[src/probe_latch_pkg.sv]
// package with register indexes, control and status field positions, reset values
package probe_latch_pkg;
    // object indexes of the registers
    localparam logic [15:0] IDX_PROBE_CONTROL = 16'h60B8;
    localparam logic [15:0] IDX_PROBE_STATUS = 16'h60B9;
    localparam logic [15:0] IDX_PROBE1_RISE_POSITION = 16'h60BA;
    localparam logic [15:0] IDX_PROBE1_FALL_POSITION = 16'h60BB;
    localparam logic [15:0] IDX_PROBE2_RISE_POSITION = 16'h60BC;
    localparam logic [15:0] IDX_PROBE2_FALL_POSITION = 16'h60BD;
    // control field positions within one probe byte (probe two adds 8)
    localparam int CTL_ENABLE = 0;
    localparam int CTL_CONTINUOUS = 1;
    localparam int CTL_SOURCE = 2;
    localparam int CTL_RISE = 4;
    localparam int CTL_FALL = 5;
    // status field positions within one probe byte
    localparam int STS_ENABLED = 0;
    localparam int STS_RISE_DONE = 1;
    localparam int STS_FALL_DONE = 2;
    localparam int STS_COUNT_LO = 6;
    localparam int PROBE_STRIDE = 8;
    // reset values
    localparam logic [15:0] CONTROL_RESET = 16'h0000;
    localparam logic [31:0] POSITION_RESET = 32'h0000_0000;
    localparam logic [1:0] COUNT_RESET = 2'h0;
endpackage

[src/probe_event_if.sv]
// interface carrying one probe channel's settings and capture results
`timescale 1ns/1ps
`default_nettype none
interface probe_event_if;
    logic [7:0] ctl;
    logic rise_hit;
    logic fall_hit;
    logic [7:0] status;
    modport channel (input ctl, output rise_hit, output fall_hit, output status);
    modport top (output ctl, input rise_hit, input fall_hit, input status);
endinterface
`default_nettype wire

[src/probe_sync.sv]
// two flip-flop synchroniser for asynchronous pin inputs
`timescale 1ns/1ps
`default_nettype none
module probe_sync (
    input wire logic clk,
    input wire logic reset,
    input wire logic async_in,
    output logic sync_out
);
    logic meta_r;

    // first stage feeds only the second stage
    always_ff @(posedge clk) begin
        if (reset) begin
            meta_r <= 1'b0;
            sync_out <= 1'b0;
        end else begin
            meta_r <= async_in;
            sync_out <= meta_r;
        end
    end
endmodule
`default_nettype wire

[src/probe_channel.sv]
// one probe channel: edge detection, arming, executed flags and counter
`timescale 1ns/1ps
`default_nettype none
module probe_channel
    import probe_latch_pkg::*;
(
    input wire logic clk,
    input wire logic reset,
    input wire logic ext_sync,
    input wire logic index_sync,
    probe_event_if.channel pe
);
    logic trig;
    logic trig_prev_r;
    logic armed_r;
    logic rise_done_r;
    logic fall_done_r;
    logic [1:0] count_r;
    logic rise_edge;
    logic fall_edge;
    logic en;

    assign en = pe.ctl[CTL_ENABLE];
    assign trig = pe.ctl[CTL_SOURCE] ? index_sync : ext_sync; // [RQ3] [RQ8]
    assign rise_edge = trig & ~trig_prev_r;
    assign fall_edge = ~trig & trig_prev_r;
    // capture gated by enable, arming and per-edge enables
    assign pe.rise_hit = en & armed_r & rise_edge & pe.ctl[CTL_RISE]; // [RQ4] [RQ9]
    assign pe.fall_hit = en & armed_r & fall_edge & pe.ctl[CTL_FALL]; // [RQ5] [RQ10]

    // previous trigger level for edge detection; history kept across source changes
    always_ff @(posedge clk) begin
        if (reset) begin
            trig_prev_r <= 1'b0;
        end else begin
            trig_prev_r <= trig;
        end
    end

    // arming: single mode disarms after first capture, disable re-arms
    always_ff @(posedge clk) begin
        if (reset) begin
            armed_r <= 1'b1;
        end else if (!en) begin
            armed_r <= 1'b1; // [RQ22]
        end else if ((pe.rise_hit | pe.fall_hit) && !pe.ctl[CTL_CONTINUOUS]) begin
            armed_r <= 1'b0; // [RQ1] [RQ6]
        end
    end

    // executed flags and execution counter, cleared while disabled
    always_ff @(posedge clk) begin
        if (reset) begin
            rise_done_r <= 1'b0;
            fall_done_r <= 1'b0;
            count_r <= COUNT_RESET;
        end else if (!en) begin
            rise_done_r <= 1'b0; // [RQ22]
            fall_done_r <= 1'b0;
            count_r <= COUNT_RESET;
        end else begin
            if (pe.rise_hit) begin
                rise_done_r <= 1'b1; // [RQ12] [RQ15]
            end
            if (pe.fall_hit) begin
                fall_done_r <= 1'b1; // [RQ13] [RQ16]
            end
            // counts executions in continuous mode, wrapping 3 to 0
            if ((pe.rise_hit | pe.fall_hit) && pe.ctl[CTL_CONTINUOUS]) begin
                count_r <= count_r + 2'h1; // [RQ14] [RQ17] [RQ2] [RQ7]
            end
        end
    end

    // status byte; reserved bits are zero
    always_comb begin
        pe.status = 8'h00; // [RQ23]
        pe.status[STS_ENABLED] = en; // [RQ11]
        pe.status[STS_RISE_DONE] = rise_done_r;
        pe.status[STS_FALL_DONE] = fall_done_r;
        pe.status[STS_COUNT_LO +: 2] = count_r;
    end
endmodule
`default_nettype wire

[src/touch_probe_position_latch.sv]
// two-channel touch-probe position latch with object-indexed register access
//
// Overview of operation
// [RQ1] control bit 0 arms probe one; single-shot
// [RQ2] control bit 1 set: capture every trigger
// [RQ3] control bit 2 picks IO or index
// [RQ4] control bit 4 enables rising-edge capture
// [RQ5] control bit 5 enables falling-edge capture
// [RQ6] control bit 8 arms probe two; single-shot
// [RQ7] control bit 9 set: continuous probe two
// [RQ8] control bit 10 picks probe two source
// [RQ9] control bit 12 enables probe two rising
// [RQ10] control bit 13 enables probe two falling
// [RQ11] status bits 0 and 8 mirror enables
// [RQ12] status bit 1: probe one rise done
// [RQ13] status bit 2: probe one fall done
// [RQ14] status bits 6-7 count probe one executions
// [RQ15] status bit 9: probe two rise done
// [RQ16] status bit 10: probe two fall done
// [RQ17] status bits 14-15 count probe two executions
// [RQ18] probe one rise stores position, signed 32
// [RQ19] probe one fall stores separate position
// [RQ20] probe two rise stores own position
// [RQ21] probe two fall stores own position
// [RQ22] disabling clears flags; re-enable re-arms
// [RQ23] reserved status zero; reserved control stored
`timescale 1ns/1ps
`default_nettype none
module touch_probe_position_latch
    import probe_latch_pkg::*;
(
    input wire logic clk,
    input wire logic reset,
    input wire logic probe1_ext_in,
    input wire logic probe2_ext_in,
    input wire logic encoder_index_in,
    input wire logic signed [31:0] feedback_position,
    input wire logic obj_wr,
    input wire logic obj_rd,
    input wire logic [15:0] obj_index,
    input wire logic [31:0] obj_wdata,
    output logic [31:0] obj_rdata,
    output logic obj_ack,
    output logic obj_err
);
    logic [15:0] control_r;
    logic signed [31:0] probe1_rise_position_r;
    logic signed [31:0] probe1_fall_position_r;
    logic signed [31:0] probe2_rise_position_r;
    logic signed [31:0] probe2_fall_position_r;
    logic ext1_sync;
    logic ext2_sync;
    logic index_sync;
    logic [15:0] status_word;
    logic [31:0] rdata_nxt;
    logic err_nxt;

    probe_event_if ch1 ();
    probe_event_if ch2 ();

    // every pin input passes two flip-flops before use
    probe_sync u_sync_ext1 (.clk(clk), .reset(reset), .async_in(probe1_ext_in), .sync_out(ext1_sync));
    probe_sync u_sync_ext2 (.clk(clk), .reset(reset), .async_in(probe2_ext_in), .sync_out(ext2_sync));
    probe_sync u_sync_index (.clk(clk), .reset(reset), .async_in(encoder_index_in), .sync_out(index_sync));

    // each probe takes its own byte of the control word
    assign ch1.ctl = control_r[7:0]; // [RQ1] [RQ3] [RQ4] [RQ5]
    assign ch2.ctl = control_r[PROBE_STRIDE +: 8]; // [RQ6] [RQ8] [RQ9] [RQ10]

    probe_channel u_probe1 (
        .clk(clk),
        .reset(reset),
        .ext_sync(ext1_sync),
        .index_sync(index_sync),
        .pe(ch1.channel)
    );

    probe_channel u_probe2 (
        .clk(clk),
        .reset(reset),
        .ext_sync(ext2_sync),
        .index_sync(index_sync),
        .pe(ch2.channel)
    );

    assign status_word = {ch2.status, ch1.status}; // [RQ11] [RQ23]

    // control word: all 16 bits stored, reserved ones have no effect
    always_ff @(posedge clk) begin
        if (reset) begin
            control_r <= CONTROL_RESET;
        end else if (obj_wr && obj_index == IDX_PROBE_CONTROL) begin
            control_r <= obj_wdata[15:0]; // [RQ23]
        end
    end

    // position latches; the value is the unsynchronised feedback input in the cycle the synchronised edge is seen
    always_ff @(posedge clk) begin
        if (reset) begin
            probe1_rise_position_r <= POSITION_RESET;
        end else if (ch1.rise_hit) begin
            probe1_rise_position_r <= feedback_position; // [RQ18]
        end
    end

    always_ff @(posedge clk) begin
        if (reset) begin
            probe1_fall_position_r <= POSITION_RESET;
        end else if (ch1.fall_hit) begin
            probe1_fall_position_r <= feedback_position; // [RQ19]
        end
    end

    always_ff @(posedge clk) begin
        if (reset) begin
            probe2_rise_position_r <= POSITION_RESET;
        end else if (ch2.rise_hit) begin
            probe2_rise_position_r <= feedback_position; // [RQ20]
        end
    end

    always_ff @(posedge clk) begin
        if (reset) begin
            probe2_fall_position_r <= POSITION_RESET;
        end else if (ch2.fall_hit) begin
            probe2_fall_position_r <= feedback_position; // [RQ21]
        end
    end

    // read mux; writes to read-only objects and unknown indexes answer with error
    always_comb begin
        rdata_nxt = 32'h0000_0000;
        err_nxt = 1'b0;
        unique case (obj_index)
            IDX_PROBE_CONTROL: begin
                rdata_nxt = {16'h0000, control_r};
            end
            IDX_PROBE_STATUS: begin
                rdata_nxt = {16'h0000, status_word};
                err_nxt = obj_wr;
            end
            IDX_PROBE1_RISE_POSITION: begin
                rdata_nxt = probe1_rise_position_r;
                err_nxt = obj_wr;
            end
            IDX_PROBE1_FALL_POSITION: begin
                rdata_nxt = probe1_fall_position_r;
                err_nxt = obj_wr;
            end
            IDX_PROBE2_RISE_POSITION: begin
                rdata_nxt = probe2_rise_position_r;
                err_nxt = obj_wr;
            end
            IDX_PROBE2_FALL_POSITION: begin
                rdata_nxt = probe2_fall_position_r;
                err_nxt = obj_wr;
            end
            default: begin
                err_nxt = 1'b1;
            end
        endcase
    end

    // answer registered one cycle after the request; data held until next read
    always_ff @(posedge clk) begin
        if (reset) begin
            obj_rdata <= 32'h0000_0000;
            obj_ack <= 1'b0;
            obj_err <= 1'b0;
        end else begin
            obj_ack <= obj_wr | obj_rd;
            obj_err <= (obj_wr | obj_rd) & err_nxt;
            if (obj_rd) begin
                obj_rdata <= rdata_nxt;
            end
        end
    end
endmodule
`default_nettype wire

[config.mk]
export PLATFORM = sky130hd
export DESIGN_NAME = touch_probe_position_latch
export DESIGN_NICKNAME = d
export VERILOG_FILES = /design/src/probe_latch_pkg.sv /design/src/probe_event_if.sv /design/src/probe_sync.sv /design/src/probe_channel.sv /design/src/touch_probe_position_latch.sv
export SDC_FILE = /design/constraint.sdc
export NUM_CORES = 1
export LEC_CHECK = 0
export ABC_AREA = 1
export BUFFER_PORTS_ARGS = -buffer_cell sky130_fd_sc_hd__buf_2
export CORE_MARGIN = 1.5
export CORE_UTILIZATION = 42
export CTS_CLUSTER_DIAMETER = 50
export DETAILED_ROUTE_END_ITERATION = 8
export GPL_TIMING_DRIVEN = 1
export PLACE_DENSITY = 0.65
export SLEW_MARGIN = 20
export SYNTH_ARGS = -nofsm -noshare
export SYNTH_HDL_FRONTEND = slang
export SYNTH_SLANG_ARGS = --single-unit
[constraint.sdc]
create_clock -name clk -period 1.7 [get_ports clk]
set_clock_uncertainty 0.05 [all_clocks]
set_input_delay 0 -clock clk [delete_from_list [all_inputs] [get_ports clk]]
set_output_delay 0 -clock clk [all_outputs]
set_load 0.02 [all_outputs]
**After elaboration in Yosys (flattened, before gate mapping)**

Cells that the tools add are included.

- Register bits: 196
- Input port bits: 87
- Output and inout bits: 34
- Word-level logic and storage cells: 70

- Add/sub/neg operators: 2
- Equal/unequal tests: 6
- Muxes and demuxes: 4
- Bitwise operators: 24
- Reduce and logical (&&, ||, !) cells: 10

Operator list:

| kind | count |
|---|---|
| 32-bit case mux with 6 select lines | 1 |
| 16-bit by 15-bit equality test with 1-bit output, second input constant | 6 |
| 1-bit AND | 15 |
| 1-bit inverter | 6 |
| 1-bit logical AND | 5 |
| 5-bit OR reduction | 1 |
| 2-bit by 1-bit adder with 2-bit output, second input constant | 2 |
| 2-bit OR reduction | 2 |
| 1-bit OR | 3 |
| 1-bit logical NOT | 2 |
| 1-bit 2-to-1 mux | 2 |
| 1-bit case mux with 2 select lines | 1 |

**Longest topological paths before layout**

- Depth after elaboration: 7
- Mapped depth: 12
- Mapped depth without buffers: 10

**By module**

A second synthesis with hierarchy kept.

- Cell total of the unflattened synthesis: 1226
- Area total of the unflattened synthesis: 8405.6 µm²

Modules (own cells, without submodules):

| module | instances | cells an instance | area each (µm²) | seq. area each (µm²) |
|---|---|---|---|---|
| touch_probe_position_latch | 1 | 1098 | 7544.7 | 3563.4 |
| probe_channel | 2 | 55 | 347.8 | 120.1 |
| probe_sync | 3 | 6 | 55.1 | 40.0 |

**Least setup slack after synthesis**

OpenSTA, ideal clock, no wires.

- Kind: flip-flop to flip-flop
- Start point: reg control_r[10]
- End point: reg u_probe2.count_r[1]
- Library setup time: 0.119 ns
- Arrival time: 1.207 ns
- Data required time: 1.531 ns
- Slack: 0.324 ns
- Stages on the path, launching flop included: 7
- Buffers on the path: 0
- Period minus slack after synthesis: 1.376 ns
- Path through: dfxtp_1 > o21ai_0 > nand2_1 > a21oi_1 > nand2_1 > o21ai_0 > a21oi_1

- Longest elaborated chain between the ends: 7
- Elaborated cells on any way between the ends: 10
- Those cells by class: mux: 1; bitwise: 8; reduce/logical: 1

Ends and longest elaborated chain:

| element | line | text |
|---|---|---|
| start, declared | touch_probe_position_latch.sv:46 | `logic [15:0] control_r;` |
| start signal, assigned | touch_probe_position_latch.sv:93 | `control_r <= obj_wdata[15:0];` |
| 1-bit 2-to-1 mux * | probe_channel.sv:24 | `assign trig = pe.ctl[CTL_SOURCE] ? index_sync : ext_sync;` |
| 1-bit inverter | probe_channel.sv:26 | `assign fall_edge = ~trig & trig_prev_r;` |
| 1-bit AND | probe_channel.sv:26 |  |
| 1-bit AND (2 in series) | probe_channel.sv:29 | `assign pe.fall_hit = en & armed_r & fall_edge & pe.ctl[CTL_FALL];` |
| 1-bit OR * | probe_channel.sv:69 | `if ((pe.rise_hit \| pe.fall_hit) && pe.ctl[CTL_CONTINUOUS]) begin` |
| 1-bit logical AND * | probe_channel.sv:69 |  |
| end signal, assigned | probe_channel.sv:70 | `count_r <= count_r + 2'h1;` |
| end, declared | probe_channel.sv:18 | `logic [1:0] count_r;` |

Mark *: on every way between the ends. The rest lies on a longest branch, timed or not.
A chain may end at the register's enable or synchronous reset.

**Worst setup path after layout**

- Start point: in obj_index[8]
- End point: reg control_r[10]

- Longest elaborated chain between the ends: 2

Ends and longest elaborated chain:

| element | line | text |
|---|---|---|
| start, declared | touch_probe_position_latch.sv:40 | `input wire logic [15:0] obj_index,` |
| 16-bit by 15-bit equality test with 1-bit output | touch_probe_position_latch.sv:92 | `end else if (obj_wr && obj_index == IDX_PROBE_CONTROL) begin` |
| 1-bit logical AND | touch_probe_position_latch.sv:92 |  |

No other way between the ends.

==> metrics.cfg <==
[outcome]
status = complete, no violations

[die]
die_h_um = 142.3
initial_core_util = 0.4317
fp-row-count = 50
die_area_um2 = 20260
die_w_um = 142.3
ios = 121
core_um2 = 18890

[clock_tree]
root_buffer = clkbuf_16
cts_sinks = 196
cts_buffer_depth = 2
clock_latency_ns = 0.43
cts_tree = yes
clkTransAtPathRegs_ns = 0.07
numCtsBuffers = 17
cts-htree-levels = 4

[logic_synthesis]
yosysMostFrequentCell = nor2_1
syn-cell-area_um2 = 8155
synth_nets = 1209
synth-edff-count = 0
yosysWarnings = 0
synth_cells = 1122
ys_ff_latch = 196
synth.top_cells.by_area = dfxtp_1 (48%), o21ai_0 (10%), nor2_1 (9.8%)
ys_types = 26
ys_top_cells_by_count = nor2_1 (212), dfxtp_1 (196), o21ai_0 (167)
async_flop_share = 0
yosys.area.top_type = dfxtp_1
synth-main-ff-cell = dfxtp_1
synth.top_cell.area_share = 0.4811
synth-seq-area-share = 0.4811
avgSynthCellArea_um2 = 7.269

[power_and_ir_drop]
vdd_drop_max_v = 0.0007167
finalPower_w = 0.009328
power_leakage_nw = 3.971
powerDensity_nw_per_um2 = 907.0

[setup_path]
worstPathMaxFanout = 14
critical-path-max-stage-delay_ns = 0.59
r2r_slack_ns = 0.16
crit_required_ns = 2.01
path_delay_family = buffers and inverters
worstSetupPathType = primary input to register
cpMaxStageDelayCell = dlygate4sd3_1
end_kind = register
crit_path_start_kind = primary input
arrival_ns = 1.86
crit_chain = buf_2, nor2_1, nand2_1, nor2_4, buf_4, and2_1, buf_4, nand3_1, dlygate4sd3_1, a21oi_1
cp.buffers_inverters = 4
cpMostUsedCell = buf_4

[finish]
drive_gt1_frac = 0.1556
synthToLayoutAreaGrowth_pct = 26.11
design_area_um2 = 10280
final-instance-count-excl-fill = 1545
nets = 1360
fill_cells = 1833
antennaDiodeCount = 0

[placement]
placed_area_um2 = 8982
portBuffers = 104
hpwl_um = 14150
place.gp.congestion = 0.8510
dp_cells = 1447

[global_route]
grt_max_degree = 81
overflow = 0
grt_pass1_wl_um = 37200
grtUsageTotal = 0.2328
grt_pass1_vias = 7342
grt_antenna_before_repair = 0

[route]
dr.pass1.iters = 5
drc = 0
drt_iter0_markers = 559
vias = 7730
routed_wl_um = 23030
wire_per_inst_um = 14.90
via_per_inst = 5.003
ant_nets = 0

[timing]
min_period_ns = 1.545
grt_setup_unrepaired = no
max_freq_ghz = 0.6472
drv_slew = 0
setup_viol = 0
hold_viol_final = 0
setup_tns_ns = 0
layout_worst_path_cycle_share = 0.9089
slew_headroom = 0.7189
tightestPinTransition_ns = 0.4217

[hold_path]
hp-class = primary input to register

[flow_run]
cap_violations = 0

## per-stage QoR
stage,utilization,hold WS (ns),worst slack (ns)
after floorplan,-,0.05697,0.3238
after global placement,0.4754,0.1530,0.1080
after detailed placement,0.4754,0.1578,0.08688
after CTS,0.5427,0.08211,0.02421
after global routing,0.5444,0.09795,0.004616
final,0.5444,0.09554,0.1548
## cell usage in the layout, fill, tap and decap left out
cell,synthesis,final
o21ai_1,30,31
nand2_8,0,1
nand3_1,97,97
nor3_1,2,2
buf_6,8,1
o21ai_0,167,166
nand3b_4,1,1
nor2_1,212,212
bufinv_16,0,3
dlygate4sd3_1,0,65
clkinv_1,2,2
clkbuf_8,0,5
buf_12,0,8
a21oi_1,103,102
inv_1,77,76
buf_2,22,104
clkbuf_1,38,1
o21ai_2,6,6
nand4_1,2,2
buf_4,5,31
clkbuf_16,0,17
nand2_2,5,6
a21oi_2,0,1
inv_2,2,3
nand2_1,125,124
dfxtp_1,196,196
clkinv_2,0,2
nor2_2,3,3
o22ai_1,8,8
and2_1,1,1
clkinvlp_4,0,3
nor2_4,5,5
## sequential cells by signal, indices dropped and copies added (netlist names), 2 cells and up
register                count
probe2_rise_position_r     32
control_r                  16
u_probe2.count_r            2
obj_rdata                  32
probe1_fall_position_r     32
probe1_rise_position_r     32
probe2_fall_position_r     32
u_probe1.count_r            2
## per-layer routing
metal / track usage / vias up / routed length (um) / part of all wire
li1: - / 3963 / - / -
met1: 0.2959 / 3538 / 10520 / 0.46
met2: 0.3982 / 193 / 11060 / 0.48
met3: 0.04408 / 36 / 986 / 0.043
met4: 0.07542 / 0 / 459 / 0.020
met5: 0 / - / 0 / 0
## tightest hold or removal path: stages
cell and delay, ns:
buf_2 0.13, nor2_4 0.06, nand3b_4 0.08, nor2_2 0.04
nand2_1 0.04, nand2_1 0.06, nand2_1 0.06, a21oi_1 0.05
## where the power goes
part	leakage [nW]	switching [W]	internal [W]	total [W]
Combinational	2.09	0.000279	0.000217	0.000496
Clock	0.297	0.00171	0.00250	0.00421
Sequential	1.58	0.00000884	0.00461	0.00462
## worst paths after layout
path                            cells past startpoint                     startpoint                                to
worst max-delay path                               10                   obj_index[8]        control_r[10]$_SDFFE_PP0P_
worst min register to register                      2  u_sync_ext1.meta_r$_SDFF_PP0_   u_sync_ext1.sync_out$_SDFF_PP0_
worst max register to register                      7      control_r[2]$_SDFFE_PP0P_  u_probe1.count_r[1]$_SDFFE_PP0P_
worst min-delay path                                8                   obj_index[2]         obj_rdata[0]$_SDFFE_PP0P_
## what timing repair did
action / in CTS / in global routing
hold endpoints to repair: 159 / 0
setup buffers: 0 / 2
endpoints found under the setup margin: 0 / 11
hold buffers: 65 / 0
resized for setup: 0 / 4
## area by class of cell
cell class | instances | area, um2 | area share
inverters | 81 | 304.0 | 0.02956
multi-input cells | 768 | 3536 | 0.3438
clock buffers | 23 | 498.0 | 0.04842
clock inverters | 8 | 122.6 | 0.01192
well taps | 260 | 325.3 | 0.03163
flip-flops and latches | 196 | 3924 | 0.3815
repair buffers | 209 | 1575 | 0.1532
## cells by family after synthesis
group	after synthesis	share of synthesized area
flops	196	0.4811
compound gates	314	0.1967
simple gates	454	0.2350
buf+inv	158	0.08715
Note: power is estimated with default switching activity, not from simulation.
